[src/logic/fdiv_pkg.sv]
/*
 * Shared constants and types for the first synthesizer loop's frequency
 * translation control: register indices, field widths, reset values and
 * decode limits.
 * Assumes a byte address bus where each register index takes one word.
 */
`default_nettype none

package fdiv_pkg;

    // ************************************************************
    // Bus and field widths
    // ************************************************************
    localparam int unsigned ADDR_W   = 12;
    localparam int unsigned IDX_W    = ADDR_W - 2;
    localparam int unsigned DATA_W   = 32;
    localparam int unsigned BYTE_W   = 8;
    localparam int unsigned NIBBLE_W = 4;
    localparam int unsigned INT_W    = 8;
    localparam int unsigned FRAC_W   = 20;
    localparam int unsigned REFDIV_W = 12;
    localparam int unsigned SECDIV_W = 12;

    // ************************************************************
    // Register indices; the byte address is four times the index
    // ************************************************************
    localparam logic [IDX_W-1:0] IDX_UPDATE    = 10'h005;
    localparam logic [IDX_W-1:0] IDX_STATUS    = 10'h0F0;
    localparam logic [IDX_W-1:0] IDX_REF_LOW   = 10'h104;
    localparam logic [IDX_W-1:0] IDX_REF_HIGH  = 10'h105;
    localparam logic [IDX_W-1:0] IDX_INT       = 10'h106;
    localparam logic [IDX_W-1:0] IDX_FRAC_LOW  = 10'h107;
    localparam logic [IDX_W-1:0] IDX_FRAC_MID  = 10'h108;
    localparam logic [IDX_W-1:0] IDX_FRAC_HIGH = 10'h109;
    localparam logic [IDX_W-1:0] IDX_MOD_LOW   = 10'h10A;
    localparam logic [IDX_W-1:0] IDX_MOD_MID   = 10'h10B;
    localparam logic [IDX_W-1:0] IDX_MOD_HIGH  = 10'h10C;
    localparam logic [IDX_W-1:0] IDX_SEC_LOW   = 10'h10D;
    localparam logic [IDX_W-1:0] IDX_SEC_HIGH  = 10'h10E;

    // ************************************************************
    // Field positions
    // ************************************************************
    localparam int unsigned UPDATE_BIT      = 0;
    localparam int unsigned STAT_FRAC_BIT   = 0;
    localparam int unsigned STAT_INT_OK_BIT = 1;
    localparam int unsigned STAT_MOD_OK_BIT = 2;
    localparam int unsigned STAT_LOOP2_BIT  = 3;

    // ************************************************************
    // Reset values
    // ************************************************************
    localparam logic [REFDIV_W-1:0] REF_DIV_RST = 12'h001;
    localparam logic [INT_W-1:0]    INT_RST     = 8'h0F;
    localparam logic [FRAC_W-1:0]   FRAC_RST    = 20'h00000;
    localparam logic [FRAC_W-1:0]   MOD_RST     = 20'h00001;
    localparam logic [SECDIV_W-1:0] SEC_DIV_RST = 12'h000;

    // ************************************************************
    // Decode limits
    // ************************************************************
    localparam logic [REFDIV_W-1:0] REF_DOUBLE_VAL = 12'h000;
    localparam logic [REFDIV_W-1:0] REF_BYPASS_MAX = 12'h003;
    localparam logic [SECDIV_W-1:0] SEC_BYPASS_MAX = 12'h001;
    localparam logic [SECDIV_W-1:0] SEC_UNDEF_MAX  = 12'h003;
    localparam logic [INT_W-1:0]    INT_MIN_INTN   = 8'h0F;
    localparam logic [INT_W-1:0]    INT_MIN_FRACN  = 8'h50;
    localparam logic [INT_W:0]      N_ONE          = 9'h001;

    typedef enum logic [1:0] {REF_DOUBLE, REF_BYPASS, REF_DIVIDE} ref_mode_t;
    typedef enum logic [1:0] {SEC_BYPASS, SEC_UNDEFINED, SEC_DIVIDE} sec_mode_t;

endpackage

`default_nettype wire

[src/logic/pll_fractional_feedback_divider.sv]
/*
 * Frequency translation control for the first synthesizer loop: byte-wide
 * shadow registers on an Avalon-MM slave, an update strobe that moves them
 * to the active set, mode and range decode, and the sigma-delta feedback
 * division.
 * Assumes an Avalon-MM master on sys_clk_in and a same-clock pulse that
 * marks each completed feedback division.
 */
`default_nettype none

// Contract
// RQ1: predivider 4..4095 divides reference by value
// RQ2: predivider 0 doubles, 1..3 bypass
// RQ3: integer part is one 8-bit register
// RQ4: legal integer range depends on mode
// RQ5: integer-N mode needs integer 15..255
// RQ6: fractional-N mode needs integer 80..255
// RQ7: fraction is 20 bits over three registers
// RQ8: zero fraction selects integer, modulator off
// RQ9: nonzero fraction runs the modulator
// RQ10: modulus is 20 bits over three registers
// RQ11: software keeps modulus above fraction
// RQ12: secondary divider low byte own register
// RQ13: secondary 0..1 bypass, 2..3 undefined
// RQ14: writing update bit applies new settings
// RQ15: average division equals integer plus fraction
// RQ16: unused upper bits read zero
module pll_fractional_feedback_divider (
    // Clock and reset
    input  wire logic                          sys_clk_in,
    input  wire logic                          rstn_in,
    // Avalon-MM slave
    input  wire logic [fdiv_pkg::ADDR_W-1:0]   address_in,
    input  wire logic                          read_in,
    input  wire logic                          write_in,
    input  wire logic [3:0]                    byteenable_in,
    input  wire logic [fdiv_pkg::DATA_W-1:0]   writedata_in,
    output var  logic [fdiv_pkg::DATA_W-1:0]   readdata_out,
    output logic                               waitrequest_out,
    // Feedback divider step
    input  wire logic                          fb_step_in,
    // Reference predivider
    output var  fdiv_pkg::ref_mode_t           ref_mode_out,
    output var  logic [fdiv_pkg::REFDIV_W-1:0] ref_divisor_out,
    // Primary feedback divider
    output var  logic                          sdm_enable_out,
    output var  logic                          int_legal_out,
    output var  logic [fdiv_pkg::INT_W:0]      feedback_n_out,
    // Secondary feedback divider
    output var  fdiv_pkg::sec_mode_t           sec_mode_out,
    output var  logic [fdiv_pkg::SECDIV_W-1:0] sec_divisor_out,
    output var  logic                          loop2_allowed_out,
    // Update strobe
    output var  logic                          update_out
);

    import fdiv_pkg::*;

    // ************************************************************
    // Decode helpers
    // ************************************************************
    function automatic logic hit(input logic             fire,
                                 input logic [IDX_W-1:0] at,
                                 input logic [IDX_W-1:0] target);
        return fire && (at == target);
    endfunction
    function automatic ref_mode_t ref_decode(input logic [REFDIV_W-1:0] v);
        if (v == REF_DOUBLE_VAL) return REF_DOUBLE;
        if (v <= REF_BYPASS_MAX) return REF_BYPASS;
        return REF_DIVIDE;
    endfunction
    function automatic sec_mode_t sec_decode(input logic [SECDIV_W-1:0] v);
        if (v <= SEC_BYPASS_MAX) return SEC_BYPASS;
        if (v <= SEC_UNDEF_MAX) return SEC_UNDEFINED;
        return SEC_DIVIDE;
    endfunction
    // RQ5 RQ6: mode lower bounds
    function automatic logic int_ok(input logic [INT_W-1:0] n,
                                    input logic             frac_mode);
        return frac_mode ? (n >= INT_MIN_FRACN) : (n >= INT_MIN_INTN);
    endfunction

    // ************************************************************
    // Bus slave
    // ************************************************************
    logic              ack;
    logic [IDX_W-1:0]  idx;
    logic [BYTE_W-1:0] wbyte;
    logic              wr_fire;
    logic              load;
    logic [BYTE_W-1:0] rd_mux;

    assign idx   = address_in[ADDR_W-1:2];
    assign wbyte = writedata_in[BYTE_W-1:0];

    // Every access waits exactly one cycle, so the answer is fixed.
    assign waitrequest_out = (read_in || write_in) && !ack;
    assign wr_fire         = write_in && ack && byteenable_in[0];

    always_ff @(posedge sys_clk_in or negedge rstn_in) begin
        if (!rstn_in) begin
            ack <= 1'b0;
        end else begin
            ack <= (read_in || write_in) && !ack;
        end
    end

    // ************************************************************
    // Shadow registers
    // ************************************************************
    logic [REFDIV_W-1:0] ref_sh;
    logic [INT_W-1:0]    int_sh;
    logic [FRAC_W-1:0]   frac_sh;
    logic [FRAC_W-1:0]   mod_sh;
    logic [SECDIV_W-1:0] sec_sh;

    // RQ1: predivider field write
    always_ff @(posedge sys_clk_in or negedge rstn_in) begin
        if (!rstn_in) begin
            ref_sh <= REF_DIV_RST;
        end else begin
            if (hit(wr_fire, idx, IDX_REF_LOW)) ref_sh[7:0] <= wbyte;
            if (hit(wr_fire, idx, IDX_REF_HIGH)) ref_sh[11:8] <= wbyte[3:0];
        end
    end

    // RQ3: whole-byte integer part
    always_ff @(posedge sys_clk_in or negedge rstn_in) begin
        if (!rstn_in) begin
            int_sh <= INT_RST;
        end else if (hit(wr_fire, idx, IDX_INT)) begin
            int_sh <= wbyte;
        end
    end

    // RQ7: fraction from three bytes
    always_ff @(posedge sys_clk_in or negedge rstn_in) begin
        if (!rstn_in) begin
            frac_sh <= FRAC_RST;
        end else begin
            if (hit(wr_fire, idx, IDX_FRAC_LOW)) frac_sh[7:0] <= wbyte;
            if (hit(wr_fire, idx, IDX_FRAC_MID)) frac_sh[15:8] <= wbyte;
            if (hit(wr_fire, idx, IDX_FRAC_HIGH)) begin
                frac_sh[19:16] <= wbyte[3:0];
            end
        end
    end

    // RQ10: modulus from three bytes
    always_ff @(posedge sys_clk_in or negedge rstn_in) begin
        if (!rstn_in) begin
            mod_sh <= MOD_RST;
        end else begin
            if (hit(wr_fire, idx, IDX_MOD_LOW)) mod_sh[7:0] <= wbyte;
            if (hit(wr_fire, idx, IDX_MOD_MID)) mod_sh[15:8] <= wbyte;
            if (hit(wr_fire, idx, IDX_MOD_HIGH)) begin
                mod_sh[19:16] <= wbyte[3:0];
            end
        end
    end

    // RQ12: secondary low byte apart
    always_ff @(posedge sys_clk_in or negedge rstn_in) begin
        if (!rstn_in) begin
            sec_sh <= SEC_DIV_RST;
        end else begin
            if (hit(wr_fire, idx, IDX_SEC_LOW)) sec_sh[7:0] <= wbyte;
            if (hit(wr_fire, idx, IDX_SEC_HIGH)) sec_sh[11:8] <= wbyte[3:0];
        end
    end

    // ************************************************************
    // Update strobe and active settings
    // ************************************************************
    logic [INT_W-1:0]  int_act;
    logic [FRAC_W-1:0] frac_act;
    logic [FRAC_W-1:0] mod_act;
    logic              mod_ok;

    // RQ14: update bit loads settings
    assign load = hit(wr_fire, idx, IDX_UPDATE) && wbyte[UPDATE_BIT];

    always_ff @(posedge sys_clk_in or negedge rstn_in) begin
        if (!rstn_in) begin
            update_out <= 1'b0;
        end else begin
            update_out <= load;
        end
    end

    // RQ1: divisor and mode decode
    // RQ2: double or bypass decode
    always_ff @(posedge sys_clk_in or negedge rstn_in) begin
        if (!rstn_in) begin
            ref_divisor_out <= REF_DIV_RST;
            ref_mode_out    <= ref_decode(REF_DIV_RST);
        end else if (load) begin
            ref_divisor_out <= ref_sh;
            ref_mode_out    <= ref_decode(ref_sh);
        end
    end

    // RQ8: zero fraction integer mode
    // RQ9: nonzero fraction runs modulator
    // RQ4: mode dependent range check
    always_ff @(posedge sys_clk_in or negedge rstn_in) begin
        if (!rstn_in) begin
            int_act        <= INT_RST;
            frac_act       <= FRAC_RST;
            mod_act        <= MOD_RST;
            sdm_enable_out <= (FRAC_RST != '0);
            int_legal_out  <= int_ok(INT_RST, FRAC_RST != '0);
            mod_ok         <= (MOD_RST > FRAC_RST);
        end else if (load) begin
            int_act        <= int_sh;
            frac_act       <= frac_sh;
            mod_act        <= mod_sh;
            sdm_enable_out <= (frac_sh != '0);
            int_legal_out  <= int_ok(int_sh, frac_sh != '0);
            mod_ok         <= (mod_sh > frac_sh);
        end
    end

    // RQ13: secondary divider decode
    always_ff @(posedge sys_clk_in or negedge rstn_in) begin
        if (!rstn_in) begin
            sec_divisor_out   <= SEC_DIV_RST;
            sec_mode_out      <= sec_decode(SEC_DIV_RST);
            loop2_allowed_out <= (SEC_DIV_RST > SEC_BYPASS_MAX);
        end else if (load) begin
            sec_divisor_out   <= sec_sh;
            sec_mode_out      <= sec_decode(sec_sh);
            loop2_allowed_out <= (sec_sh > SEC_BYPASS_MAX);
        end
    end

    // ************************************************************
    // Sigma-delta modulator
    // ************************************************************
    // RQ11: modulus above fraction assumed
    // The modulator restarts for one cycle after each update so that an
    // old accumulator is never compared against a new, smaller modulus.
    sigma_delta_acc #(
        .INT_W  (INT_W),
        .FRAC_W (FRAC_W)
    ) u_sdm (
        .sys_clk_in (sys_clk_in),
        .rstn_in    (rstn_in),
        .run_in     (sdm_enable_out && !update_out),
        .step_in    (fb_step_in),
        .int_in     (int_act),
        .frac_in    (frac_act),
        .mod_in     (mod_act),
        .n_out      (feedback_n_out),
        .carry_out  ()
    );

    // ************************************************************
    // Readback
    // ************************************************************
    // RQ16: upper nibbles read zero
    always_comb begin
        rd_mux = '0;
        unique case (idx)
            IDX_REF_LOW:   rd_mux = ref_sh[7:0];
            IDX_REF_HIGH:  rd_mux = {4'h0, ref_sh[11:8]};
            IDX_INT:       rd_mux = int_sh;
            IDX_FRAC_LOW:  rd_mux = frac_sh[7:0];
            IDX_FRAC_MID:  rd_mux = frac_sh[15:8];
            IDX_FRAC_HIGH: rd_mux = {4'h0, frac_sh[19:16]};
            IDX_MOD_LOW:   rd_mux = mod_sh[7:0];
            IDX_MOD_MID:   rd_mux = mod_sh[15:8];
            IDX_MOD_HIGH:  rd_mux = {4'h0, mod_sh[19:16]};
            IDX_SEC_LOW:   rd_mux = sec_sh[7:0];
            IDX_SEC_HIGH:  rd_mux = {4'h0, sec_sh[11:8]};
            IDX_STATUS: begin
                rd_mux[STAT_FRAC_BIT]   = sdm_enable_out;
                rd_mux[STAT_INT_OK_BIT] = int_legal_out;
                rd_mux[STAT_MOD_OK_BIT] = mod_ok;
                rd_mux[STAT_LOOP2_BIT]  = loop2_allowed_out;
            end
            default:       rd_mux = '0;
        endcase
    end

    always_ff @(posedge sys_clk_in or negedge rstn_in) begin
        if (!rstn_in) begin
            readdata_out <= '0;
        end else if (read_in && !ack) begin
            readdata_out <= {{(DATA_W - BYTE_W){1'b0}}, rd_mux};
        end
    end
endmodule

`default_nettype wire

[src/logic/sigma_delta_acc.sv]
/*
 * First-order sigma-delta step for the primary feedback divider: each step
 * adds the fraction to an accumulator modulo the modulus and divides by the
 * integer part plus the carry.
 * Assumes modulus greater than fraction and a same-clock step pulse.
 */
`default_nettype none

module sigma_delta_acc #(
    parameter int unsigned INT_W  = 8,
    parameter int unsigned FRAC_W = 20
) (
    // Clock and reset
    input  wire logic              sys_clk_in,
    input  wire logic              rstn_in,
    // Control
    input  wire logic              run_in,
    input  wire logic              step_in,
    input  wire logic [INT_W-1:0]  int_in,
    input  wire logic [FRAC_W-1:0] frac_in,
    input  wire logic [FRAC_W-1:0] mod_in,
    // Result
    output var  logic [INT_W:0]    n_out,
    output var  logic              carry_out
);

    logic [FRAC_W-1:0] acc;
    logic [FRAC_W:0]   sum;
    logic              wrap;

    // RQ15: accumulate and wrap
    always_comb begin
        sum  = {1'b0, acc} + {1'b0, frac_in};
        wrap = (sum >= {1'b0, mod_in});
    end

    // A stopped modulator restarts from zero so phase never carries over.
    always_ff @(posedge sys_clk_in or negedge rstn_in) begin
        if (!rstn_in) begin
            acc <= '0;
        end else if (!run_in) begin
            acc <= '0;
        end else if (step_in) begin
            acc <= wrap ? FRAC_W'(sum - {1'b0, mod_in}) : sum[FRAC_W-1:0];
        end
    end

    // RQ15: divide by integer plus carry
    always_ff @(posedge sys_clk_in or negedge rstn_in) begin
        if (!rstn_in) begin
            n_out     <= '0;
            carry_out <= 1'b0;
        end else if (!run_in) begin
            n_out     <= {1'b0, int_in};
            carry_out <= 1'b0;
        end else if (step_in) begin
            n_out     <= {1'b0, int_in} + {{INT_W{1'b0}}, wrap};
            carry_out <= wrap;
        end
    end

endmodule

`default_nettype wire

[config.mk]
export PLATFORM = sky130hd
export DESIGN_NAME = pll_fractional_feedback_divider
export DESIGN_NICKNAME = d
export VERILOG_FILES = /design/src/logic/fdiv_pkg.sv /design/src/logic/pll_fractional_feedback_divider.sv /design/src/logic/sigma_delta_acc.sv
export SDC_FILE = /design/constraint.sdc
export NUM_CORES = 1
export LEC_CHECK = 0
export BUFFER_PORTS_ARGS = -buffer_cell sky130_fd_sc_hd__clkbuf_2
export CAP_MARGIN = 20
export CORE_MARGIN = 2
export CORE_UTILIZATION = 50
export CTS_CLUSTER_DIAMETER = 200
export DETAILED_ROUTE_END_ITERATION = 8
export PLACE_DENSITY = 0.7
export SYNTH_ARGS = -nofsm -noshare
export SYNTH_HDL_FRONTEND = slang
export SYNTH_SLANG_ARGS = --single-unit
[constraint.sdc]
create_clock -name sys_clk_in -period 7.8 [get_ports sys_clk_in]
set_input_delay 1.56 -clock sys_clk_in [delete_from_list [all_inputs] [get_ports sys_clk_in]]
set_output_delay 1.56 -clock sys_clk_in [all_outputs]
set_load 0.005 [all_outputs]
==> results.py, run 1 <==
metrics = {
    "run_status": {
        "status": "finished clean",
    },
    "synthesis": {
        "syn_area_sq_mm": 0.0110,
        "yosys_warnings": 0,
        "netlist_instances": 1060,
        "yosysSeqAreaShare_pct": 43.8,
        "netlist_top_cells_count": "176 x dfrtp_1, 118 x mux2_2, 95 x nand2_1, 94 x o21ai_0, 62 x ha_1",
        "synth-seq-cells": 191,
        "synth_area_leaders": "dfrtp_1 40%, mux2_2 12%, ha_1 7.1%, o21ai_0 4.3%, dfstp_2 3.6%",
        "synthFlopType": "dfrtp_1",
        "synth_edf_count": 0,
        "ys_types": 73,
        "synth.avg_cell_area_sq_um": 10.3,
        "yosysMostFrequentCell": "dfrtp_1",
        "async_reset_ff_share_pct": 100,
        "synth_largest_area_cell": "dfrtp_1",
        "yosys.area.top_type_share_pct": 40.2,
    },
    "route": {
        "ant_nets": 0,
        "wire_per_inst_um": 19.4,
        "via_per_inst": 5.89,
        "drt_wl_total_um": 27400,
        "drc": 0,
        "dr.pass1.iters": 5,
        "drt_iter0_markers": 619,
        "vias": 8292,
    },
    "clocking": {
        "clk_pin_slew_ns": 0.09,
        "cts-resized-gates": 0,
        "htree_levels": 4,
        "cts_tree": "built",
        "cts-root-buf": "clkbuf_16",
        "cts_inserted_buffers": 17,
        "clk-insertion-delay-late_ns": 0.43,
        "clk_path_buf_depth": 2,
        "clkSinkCount": 191,
        "postCtsHoldBufs": 0,
        "post_cts_buffers": 0,
    },
    "power": {
        "pwr-share-clk_pct": 46.1,
        "seqPwrFrac_pct": 50.2,
        "power.switching_uw": 526,
        "ir_worst_vdd_mv": 0.141,
        "p_leak_uw": 0.00594,
        "switching_share_pct": 26.5,
        "p_int_uw": 1460,
        "power_density_mw_per_mm2": 165,
        "combPwrFrac_pct": 3.7,
    },
    "place": {
        "port-buffer-count": 73,
        "place.gp.congestion": 0.905,
        "dp_slack_ns": 2.06,
        "dp_hpwl_um": 19800,
    },
    "timing": {
        "period_share_pct": 75.7,
        "fmax_ghz": 0.169,
        "max_slew.worst_pin.slew_ns": 0.999,
        "setup_viol": 0,
        "final_hold_viol_count": 0,
        "setup_slack_ns": 1.90,
        "fin_skew_ns": 0.0144,
        "slew_viol_final": 0,
        "final.min_clock_period_ns": 5.90,
        "tns_ns": 0,
        "slew_headroom_pct": 33.4,
        "rsz0062_at_grt": "false",
    },
    "min_path": {
        "holdCritPathClass": "flip-flop to flip-flop",
    },
    "grt": {
        "grt_max_degree": 118,
        "overflow": 0,
        "grt_pass1_vias": 8090,
        "antenna_found_initial": 0,
        "grt_pass1_wl_um": 44200,
        "grt_use_total_pct": 24.0,
    },
    "worst_setup_path": {
        "cp_max_fo": 19,
        "arrival_ns": 6.19,
        "critPathCaptureType": "flip-flop",
        "critPathMostFrequentCell": "ha_1",
        "cp_slowest_cell": "o31ai_1",
        "critPathRequiredTime_ns": 8.09,
        "max_stage_delay_ns": 0.51,
        "critical_path_class": "flip-flop to flip-flop",
        "crit_path_start_kind": "flip-flop",
    },
    "cells_and_area": {
        "nets": 1233,
        "area_growth_pct": 10.0,
        "diodes": 0,
        "layout-drive-gt1-share_pct": 24.4,
    },
    "floorplanning": {
        "die_x_um": 152,
        "ioPinCount": 127,
        "die_h_um": 152,
        "start_util_pct": 50.5,
        "dieArea_sq_mm": 0.0231,
        "row_count": 54,
        "core_sq_mm": 0.0217,
    },
    "run": {
        "cap_violations": 0,
    },
}
## area by class of cell
type / count / area, sq um
inverter: 57 / 216
tap: 280 / 350
multi-input combinational: 771 / 5650
fill: 1878 / 9630
clock buffer: 17 / 425
clock inverter: 15 / 201
sequential: 191 / 4800
timing repair buffer: 78 / 412
## power by group through the flow
stage	combinational [uW]	clock (uW)	sequential, uW
final	74.4	915	996
after global routing	82.9	978	997
after CTS	74.9	932	996
after detailed placement	74.8	0	1020
after global placement	73.3	0	1020
after floorplan	42.5	0	1010
## flip-flops by register name (all words and copies together), names as in the netlist, 8 cells and up
register / count
sec_sh: 12
ref_sh: 12
u_sdm.acc: 20
readdata_out: 8
int_act: 8
sec_divisor_out: 12
ref_divisor_out: 12
u_sdm.n_out: 9
frac_act: 20
mod_sh: 20
frac_sh: 20
mod_act: 20
int_sh: 8
## per-layer routing
metal	share of wire [%]	wire length [um]	global-route usage, %	up-vias
met5	0	0	0	-
met4	3.7	1000	9.84	0
met3	5.1	1390	3.91	60
met2	48	13000	39.2	280
met1	44	12000	32.1	4065
li1	-	-	-	3887
## per-stage QoR
| stage | cells | power [uW] | utilization (%) | instance area [sq um] | hold slack [ns] |
|---|---|---|---|---|---|
| after global routing | 1409 | 2060 | 55.6 | 12100 | 0.508 |
| after detailed placement | 1377 | 1090 | 52.7 | 11400 | 0.465 |
| after global placement | 1377 | 1090 | 52.7 | 11400 | 0.461 |
| after floorplan | 1083 | 1060 | - | 11000 | 0.456 |
| after CTS | 1409 | 2000 | 55.6 | 12100 | 0.478 |
| final | 1409 | 1990 | 55.6 | 12100 | 0.475 |
## worst max-delay path: cells and delay by family (launching register included)
kind | cells | cell delay (ns)
compound gates | 9 | 2.25
fa+ha+maj | 4 | 1.03
flops | 1 | 0.40
buf+inv | 2 | 0.26
xor+xnor | 1 | 0.14
simple gates | 9 | 1.66
## worst paths after layout
path	end	start	cells past startpoint	slack, ns
max in group asynchronous	ref_divisor_out[10]	rstn_in	2	5.06
setup reg to reg	u_sdm.n_out[7]	frac_act[0]	25	1.90
min in group asynchronous	u_sdm.acc[12]	rstn_in	1	1.21
hold reg to reg	ack	ack	1	0.47
hold / removal	ack	ack	1	0.47
setup / recovery	u_sdm.n_out[7]	frac_act[0]	25	1.90
## logic make-up after synthesis
kind of cell	count (synthesis)	synth area share [%]
buffers and inverters	121	5.46
and+or+nand+nor	273	12.2
other	1	0.0342
xor gates and xnor gates	27	2.16
muxes	143	15.3
AOI/OAI and AO/OA	240	13.6
DFF	191	43.8
adders and majority gates	64	7.44
## cell usage in the layout (no fill, tap or decap), types with 4 or more instances in the layout
master     instances
a211oi_1           6
nor4_1            13
nor2_1            55
inv_1             56
dfstp_2           15
or4_1              4
buf_4              5
clkbuf_16         17
mux4_2             8
ha_1              62
nand2b_1           9
conb_1            24
clkbuf_2          72
mux2_2           118
inv_8              4
or3_1              5
o31a_1             4
clkinv_8           4
nand2_2            9
o21ai_0           94
nor3_1             8
dfrtp_1          176
mux2i_1           16
nand4_1           11
xnor2_1           19
nand2_1           95
a222oi_1           4
a21o_1            11
a21oi_1           53
xor2_1             8
o21a_1            12
nor2b_1           12
and2_1             5
a221oi_1           5
and3_1            10
and4_1             4
nand3_1           20
a31oi_1           16
Note: power is estimated with default switching activity, not from simulation.
==> run 2, diff against run 1 <==
--- a/config.mk
+++ b/config.mk
@@ -5,13 +5,14 @@
 export SDC_FILE = /design/constraint.sdc
 export NUM_CORES = 1
 export LEC_CHECK = 0
+export ABC_AREA = 1
 export BUFFER_PORTS_ARGS = -buffer_cell sky130_fd_sc_hd__clkbuf_2
 export CAP_MARGIN = 20
 export CORE_MARGIN = 2
 export CORE_UTILIZATION = 50
 export CTS_CLUSTER_DIAMETER = 200
 export DETAILED_ROUTE_END_ITERATION = 8
-export PLACE_DENSITY = 0.7
+export PLACE_DENSITY = 0.72
 export SYNTH_ARGS = -nofsm -noshare
 export SYNTH_HDL_FRONTEND = slang
 export SYNTH_SLANG_ARGS = --single-unit
==> constraint.sdc (replaced) <==
create_clock -name sys_clk_in -period 4.8 [get_ports sys_clk_in]
set_input_delay 0.96 -clock sys_clk_in [delete_from_list [all_inputs] [get_ports sys_clk_in]]
set_output_delay 0.96 -clock sys_clk_in [all_outputs]
set_load 0.005 [all_outputs]
==> results.py, run 2 <==
metrics = {
    "run_status": {
        "status": "finished clean",
    },
    "cells_and_area": {
        "layout_commonest_cell": "nand2_1",
        "layout-drive-gt1-share_pct": 10.5,
        "nets": 1706,
        "area_growth_pct": 10.3,
        "layout_common_cells": "434 x nand2_1, 208 x inv_1, 176 x dfrtp_1, 148 x o21ai_0, 91 x nand3_1",
    },
    "timing": {
        "slew_viol_final": 0,
        "period_share_pct": 93.6,
        "fmax_ghz": 0.223,
        "setup_slack_ns": 0.309,
        "slew_headroom_pct": 48.4,
        "final.min_clock_period_ns": 4.49,
        "setup_viol": 0,
        "tns_ns": 0,
        "fin_skew_ns": 0.0153,
        "final_hold_viol_count": 0,
        "max_slew.worst_pin.slew_ns": 0.775,
    },
    "synthesis": {
        "synth-seq-cells": 191,
        "yosys.area.top_type_share_pct": 38.2,
        "yosysMostFrequentCell": "nand2_1",
        "synth_compound_area_share_pct": 12.7,
        "synth_largest_area_cell": "dfrtp_1",
        "ys_types": 49,
        "synthMuxAreaShare_pct": 0,
        "synth-xor-area-share_pct": 2.13,
        "synth_top_family_by_area": "simple AND/OR/NAND/NOR gates",
        "yosysSeqAreaShare_pct": 41.7,
        "synth.avg_cell_area_sq_um": 7.53,
        "synth_fa_ha_area_share_pct": 7.08,
        "async_reset_ff_share_pct": 100,
        "synth_area_leaders": "dfrtp_1 38%, nand2_1 14%, inv_1 6.8%, ha_1 6.7%, o21ai_0 6.4%",
        "synthFlopType": "dfrtp_1",
        "syn_area_sq_mm": 0.0115,
        "netlist_instances": 1529,
        "synth_edf_count": 0,
        "yosys_warnings": 0,
        "synthSimpleGateAreaFrac_pct": 26.0,
        "netlist_top_cells_count": "435 x nand2_1, 208 x inv_1, 176 x dfrtp_1, 148 x o21ai_0, 93 x nor2_1",
    },
    "worst_setup_path": {
        "max_stage_delay_ns": 0.39,
        "critical_path_class": "flip-flop to flip-flop",
        "critPathRequiredTime_ns": 5.10,
        "critPathCaptureType": "flip-flop",
        "r2r_cells": 30,
        "cp_max_fo": 5,
        "critPathMostFrequentCell": "nand2_1",
        "cp_slowest_cell": "fa_1",
        "crit_path_start_kind": "flip-flop",
        "arrival_ns": 4.80,
    },
    "power": {
        "p_leak_uw": 0.00640,
        "ir_worst_vdd_mv": 0.237,
        "power_density_mw_per_mm2": 426,
    },
    "route": {
        "via_per_inst": 5.38,
        "drt_wl_total_um": 32100,
        "vias": 10200,
        "ant_nets": 0,
        "dr.pass1.iters": 5,
        "wire_per_inst_um": 17.0,
        "drc": 0,
        "drt_iter0_markers": 867,
    },
    "clocking": {
        "htree_levels": 4,
        "clk_path_buf_depth": 2,
        "postCtsHoldBufs": 0,
        "clk_pin_slew_ns": 0.08,
        "cts_inserted_buffers": 17,
        "clk-insertion-delay-late_ns": 0.44,
        "cts-root-buf": "clkbuf_16",
        "clkSinkCount": 191,
        "cts_tree": "built",
    },
    "floorplanning": {
        "row_count": 55,
        "ioPinCount": 127,
        "dieArea_sq_mm": 0.0243,
        "start_util_pct": 50.9,
        "die_x_um": 156,
        "core_sq_mm": 0.0226,
        "die_h_um": 156,
    },
    "grt": {
        "grt_max_degree": 128,
        "grt_pass1_wl_um": 51500,
        "overflow": 0,
        "grt_pass1_vias": 9710,
        "grt_use_total_pct": 27.4,
        "antenna_found_initial": 0,
    },
    "place": {
        "dp_hpwl_um": 24500,
        "port-buffer-count": 73,
        "place.gp.congestion": 0.943,
        "dp_slack_ns": 0.185,
    },
    "min_path": {
        "holdCritPathClass": "input port to async pin",
    },
    "run": {
        "cap_violations": 0,
    },
}
## run 2: cell families after synthesis
kind of cell / Yosys count
AOI/OAI and AO/OA: 273
xor gates and xnor gates: 28
adders and majority gates: 64
buffers and inverters: 276
DFF: 191
other: 1
and+or+nand+nor: 696
## run 2: repair_timing
action	4_1_cts	5_1_grt
resized for setup	0	5
setup buffers	0	0
setup endpoints to repair	0	4
## run 2: power by group
| group | internal [uW] | total, uW | leakage [uW] | switching [uW] |
|---|---|---|---|---|
| clock network | 734 | 1510 | 0.000308 | 780 |
| logic | 716 | 2130 | 0.00355 | 1410 |
| registers | 1710 | 1760 | 0.00255 | 59.2 |
## run 2: metal layers
layer  GRT usage, %  routed length [um]
met3           4.03                1370
met5              0                   0
met1           35.5               14200
met2           45.3               15100
met4           12.9                1400
## run 2: cell type report
type                       instances  area, sq um
sequential                       191         4800
timing repair buffer              82          474
fill                            2138         9940
inverter                         212          797
clock inverter                    15          210
antenna                            1         2.50
multi-input combinational       1085         5640
tap                              285          357
clock buffer                      17          425
## run 2: path summary, 6_finish.rpt
kind / from / endpoint / slack [ns]
setup / recovery: frac_act[0] / u_sdm.n_out[7] / 0.31
hold reg to reg: ack / ack / 0.47
hold / removal: rstn_in / u_sdm.acc[7] / 0.35
setup reg to reg: frac_act[0] / u_sdm.n_out[7] / 0.31
max in group asynchronous: rstn_in / sec_divisor_out[9] / 3.65
min in group sys_clk_in: ack / ack / 0.47
## run 2: worst max-delay path, delay by kind of cell, from the launching register on
family | cells | cell delay (ns)
adders and majority gates | 4 | 1.16
and+or+nand+nor | 18 | 1.94
buffers and inverters | 5 | 0.42
xor gates and xnor gates | 1 | 0.16
DFF | 1 | 0.36
AOI/OAI and AO/OA | 2 | 0.29
## run 2: stage by stage
stage / cells / util (%) / area [sq um] / total power (uW) / hold WS [ns]
after CTS: 1886 / 55.9 / 12700 / 5410 / 0.475
after global placement: 1854 / 53.1 / 12000 / 3900 / 0.452
after global routing: 1887 / 56.1 / 12700 / 5750 / 0.348
final: 1888 / 56.1 / 12700 / 5400 / 0.351
after detailed placement: 1854 / 53.1 / 12000 / 3900 / 0.462
after floorplan: 1552 / - / 11600 / 3370 / 0.452
==> run 3, diff against run 2 <==
--- a/config.mk
+++ b/config.mk
@@ -12,6 +12,7 @@
 export CORE_UTILIZATION = 50
 export CTS_CLUSTER_DIAMETER = 200
 export DETAILED_ROUTE_END_ITERATION = 8
+export GPL_TIMING_DRIVEN = 1
 export PLACE_DENSITY = 0.72
 export SYNTH_ARGS = -nofsm -noshare
 export SYNTH_HDL_FRONTEND = slang
==> constraint.sdc (replaced) <==
create_clock -name sys_clk_in -period 3.61 [get_ports sys_clk_in]
set_input_delay 0.722 -clock sys_clk_in [delete_from_list [all_inputs] [get_ports sys_clk_in]]
set_output_delay 0.722 -clock sys_clk_in [all_outputs]
set_load 0.005 [all_outputs]
==> results.py, run 3 (synthesis gave the netlist of run 2 again) <==
metrics = {
    "timing": {
        "rsz0062_at_grt": "true",
        "tns_ns": -2.08,
        "setup_viol": 8,
        "fmax_ghz": 0.249,
        "final_hold_viol_count": 0,
        "max_slew.worst_pin.slew_ns": 0.764,
        "setup_slack_ns": -0.399,
        "period_share_pct": 111,
        "slew_headroom_pct": 49.1,
        "slew_viol_final": 0,
        "final.min_clock_period_ns": 4.01,
        "fin_skew_ns": 0.00764,
    },
    "floorplanning": {
        "ioPinCount": 127,
        "die_h_um": 156,
        "die_x_um": 156,
        "dieArea_sq_mm": 0.0243,
        "core_sq_mm": 0.0226,
        "row_count": 55,
        "start_util_pct": 50.9,
    },
    "power": {
        "ir_worst_vdd_mv": 0.328,
        "power_density_mw_per_mm2": 569,
        "p_leak_uw": 0.00706,
        "total_power_uw": 8070,
    },
    "cells_and_area": {
        "area_growth_pct": 23.2,
        "layout_commonest_cell": "nand2_1",
        "layout-drive-gt1-share_pct": 22.1,
        "diodes": 0,
        "layout_common_cells": "416 x nand2_1, 198 x inv_1, 174 x dfrtp_1, 146 x o21ai_0, 138 x buf_4",
        "fin_cells": 2020,
        "nets": 1839,
    },
    "route": {
        "via_per_inst": 5.36,
        "vias": 10800,
        "dr.pass1.iters": 6,
        "drt_wl_total_um": 32900,
        "drc": 0,
        "drt_iter0_markers": 915,
        "ant_nets": 0,
        "wire_per_inst_um": 16.3,
    },
    "worst_setup_path": {
        "critical_path_class": "flip-flop to flip-flop",
        "critPathTopFamily": "simple AND/OR/NAND/NOR gates",
        "r2r_cells": 29,
        "critPathCaptureType": "flip-flop",
        "cp_max_fo": 4,
        "r2r_slack_ns": -0.40,
        "path_depth": 29,
        "max_stage_delay_ns": 0.42,
        "critPathRequiredTime_ns": 3.91,
        "arrival_ns": 4.31,
        "crit_path_start_kind": "flip-flop",
        "cp_slowest_cell": "dfrtp_1",
        "crit_buf_inv": 7,
    },
    "clocking": {
        "postCtsHoldBufs": 0,
        "cts_inserted_buffers": 17,
        "clk_path_buf_depth": 2,
        "clk_pin_slew_ns": 0.07,
        "clkSinkCount": 191,
        "clk-insertion-delay-late_ns": 0.44,
        "htree_levels": 4,
        "cts_tree": "built",
        "cts-root-buf": "clkbuf_16",
    },
    "min_path": {
        "holdCritPathClass": "input port to async pin",
    },
    "grt": {
        "grt_use_total_pct": 27.7,
        "antenna_found_initial": 0,
        "grt_pass1_vias": 10500,
        "overflow": 0,
        "grt_pass1_wl_um": 52600,
        "grt_max_degree": 120,
    },
    "run": {
        "cap_violations": 0,
    },
    "run_status": {
        "status": "complete, but fails checks",
        "violations": "negative setup slack",
    },
    "place": {
        "dp.cells": 1970,
        "dp_slack_ns": -0.461,
        "port-buffer-count": 73,
        "dp_hpwl_um": 24800,
        "place.gp.congestion": 0.948,
    },
}
[run 3: changes by cell type in the layout (fill, tap and decap cells not counted), sizes merged]
cell,delta
clkbuf,+1
bufinv,+1
diode,-1
clkinv,+1
buf,+133
inv,-3
[run 3: report_power, final]
part,internal [uW],leakage (uW),switching (uW)
Clock,1020,0.000301,923
Combinational,1700,0.00421,2050
Sequential,2270,0.00254,111
[run 3: cell type report]
class | count | area (sq um)
fillers | 1969 | 8440
multi-input cells | 1085 | 6160
flip-flops and latches | 191 | 4800
repair buffers | 215 | 1470
inverters | 212 | 797
clock buffers | 18 | 439
well taps | 285 | 357
clock inverters | 14 | 168
[run 3: worst paths after layout]
| kind | startpoint | end |
|---|---|---|
| worst max-delay path | frac_act[6] | u_sdm.n_out[4] |
| worst min-delay path | rstn_in | u_sdm.acc[0] |
| worst max register to register | frac_act[6] | u_sdm.n_out[4] |
| worst min register to register | ack | ack |
| max in group asynchronous | rstn_in | mod_ok |
| min in group sys_clk_in | ack | ack |
[run 3: routing by layer]
layer / vias up / global-route usage (%) / share of wire, %
met5: - / 0 / 0
met4: 0 / 13.4 / 5.0
met3: 104 / 3.06 / 4.7
met2: 359 / 46.4 / 48
met1: 5069 / 35.9 / 42
li1: 5301 / - / -
[run 3: timing repair]
item | 4_1_cts | 5_1_grt
endpoints found under the setup margin | 29 | 29
buffers inserted | 10 | 8
pin swaps | 20 | 16
gates resized for setup | 42 | 34
[run 3: worst register-to-register path: cells and delay by family (launching register included)]
kind / cells / cell delay (ns)
DFF: 1 / 0.42
AOI/OAI and AO/OA: 4 / 0.60
and+or+nand+nor: 15 / 1.45
adders and majority gates: 3 / 0.66
buffers and inverters: 7 / 0.76
[run 3: through the flow]
| stage | utilization [%] | area (sq um) | hold WS, ns |
|---|---|---|---|
| 2_1_floorplan | - | 11700 | 0.426 |
| 5_1_grt | 62.7 | 14200 | 0.398 |
| 3_3_place_gp | 57.6 | 13000 | 0.452 |
| 3_5_place_dp | 57.6 | 13000 | 0.459 |
| 4_1_cts | 61.7 | 14000 | 0.374 |
| 6_report | 62.7 | 14200 | 0.329 |
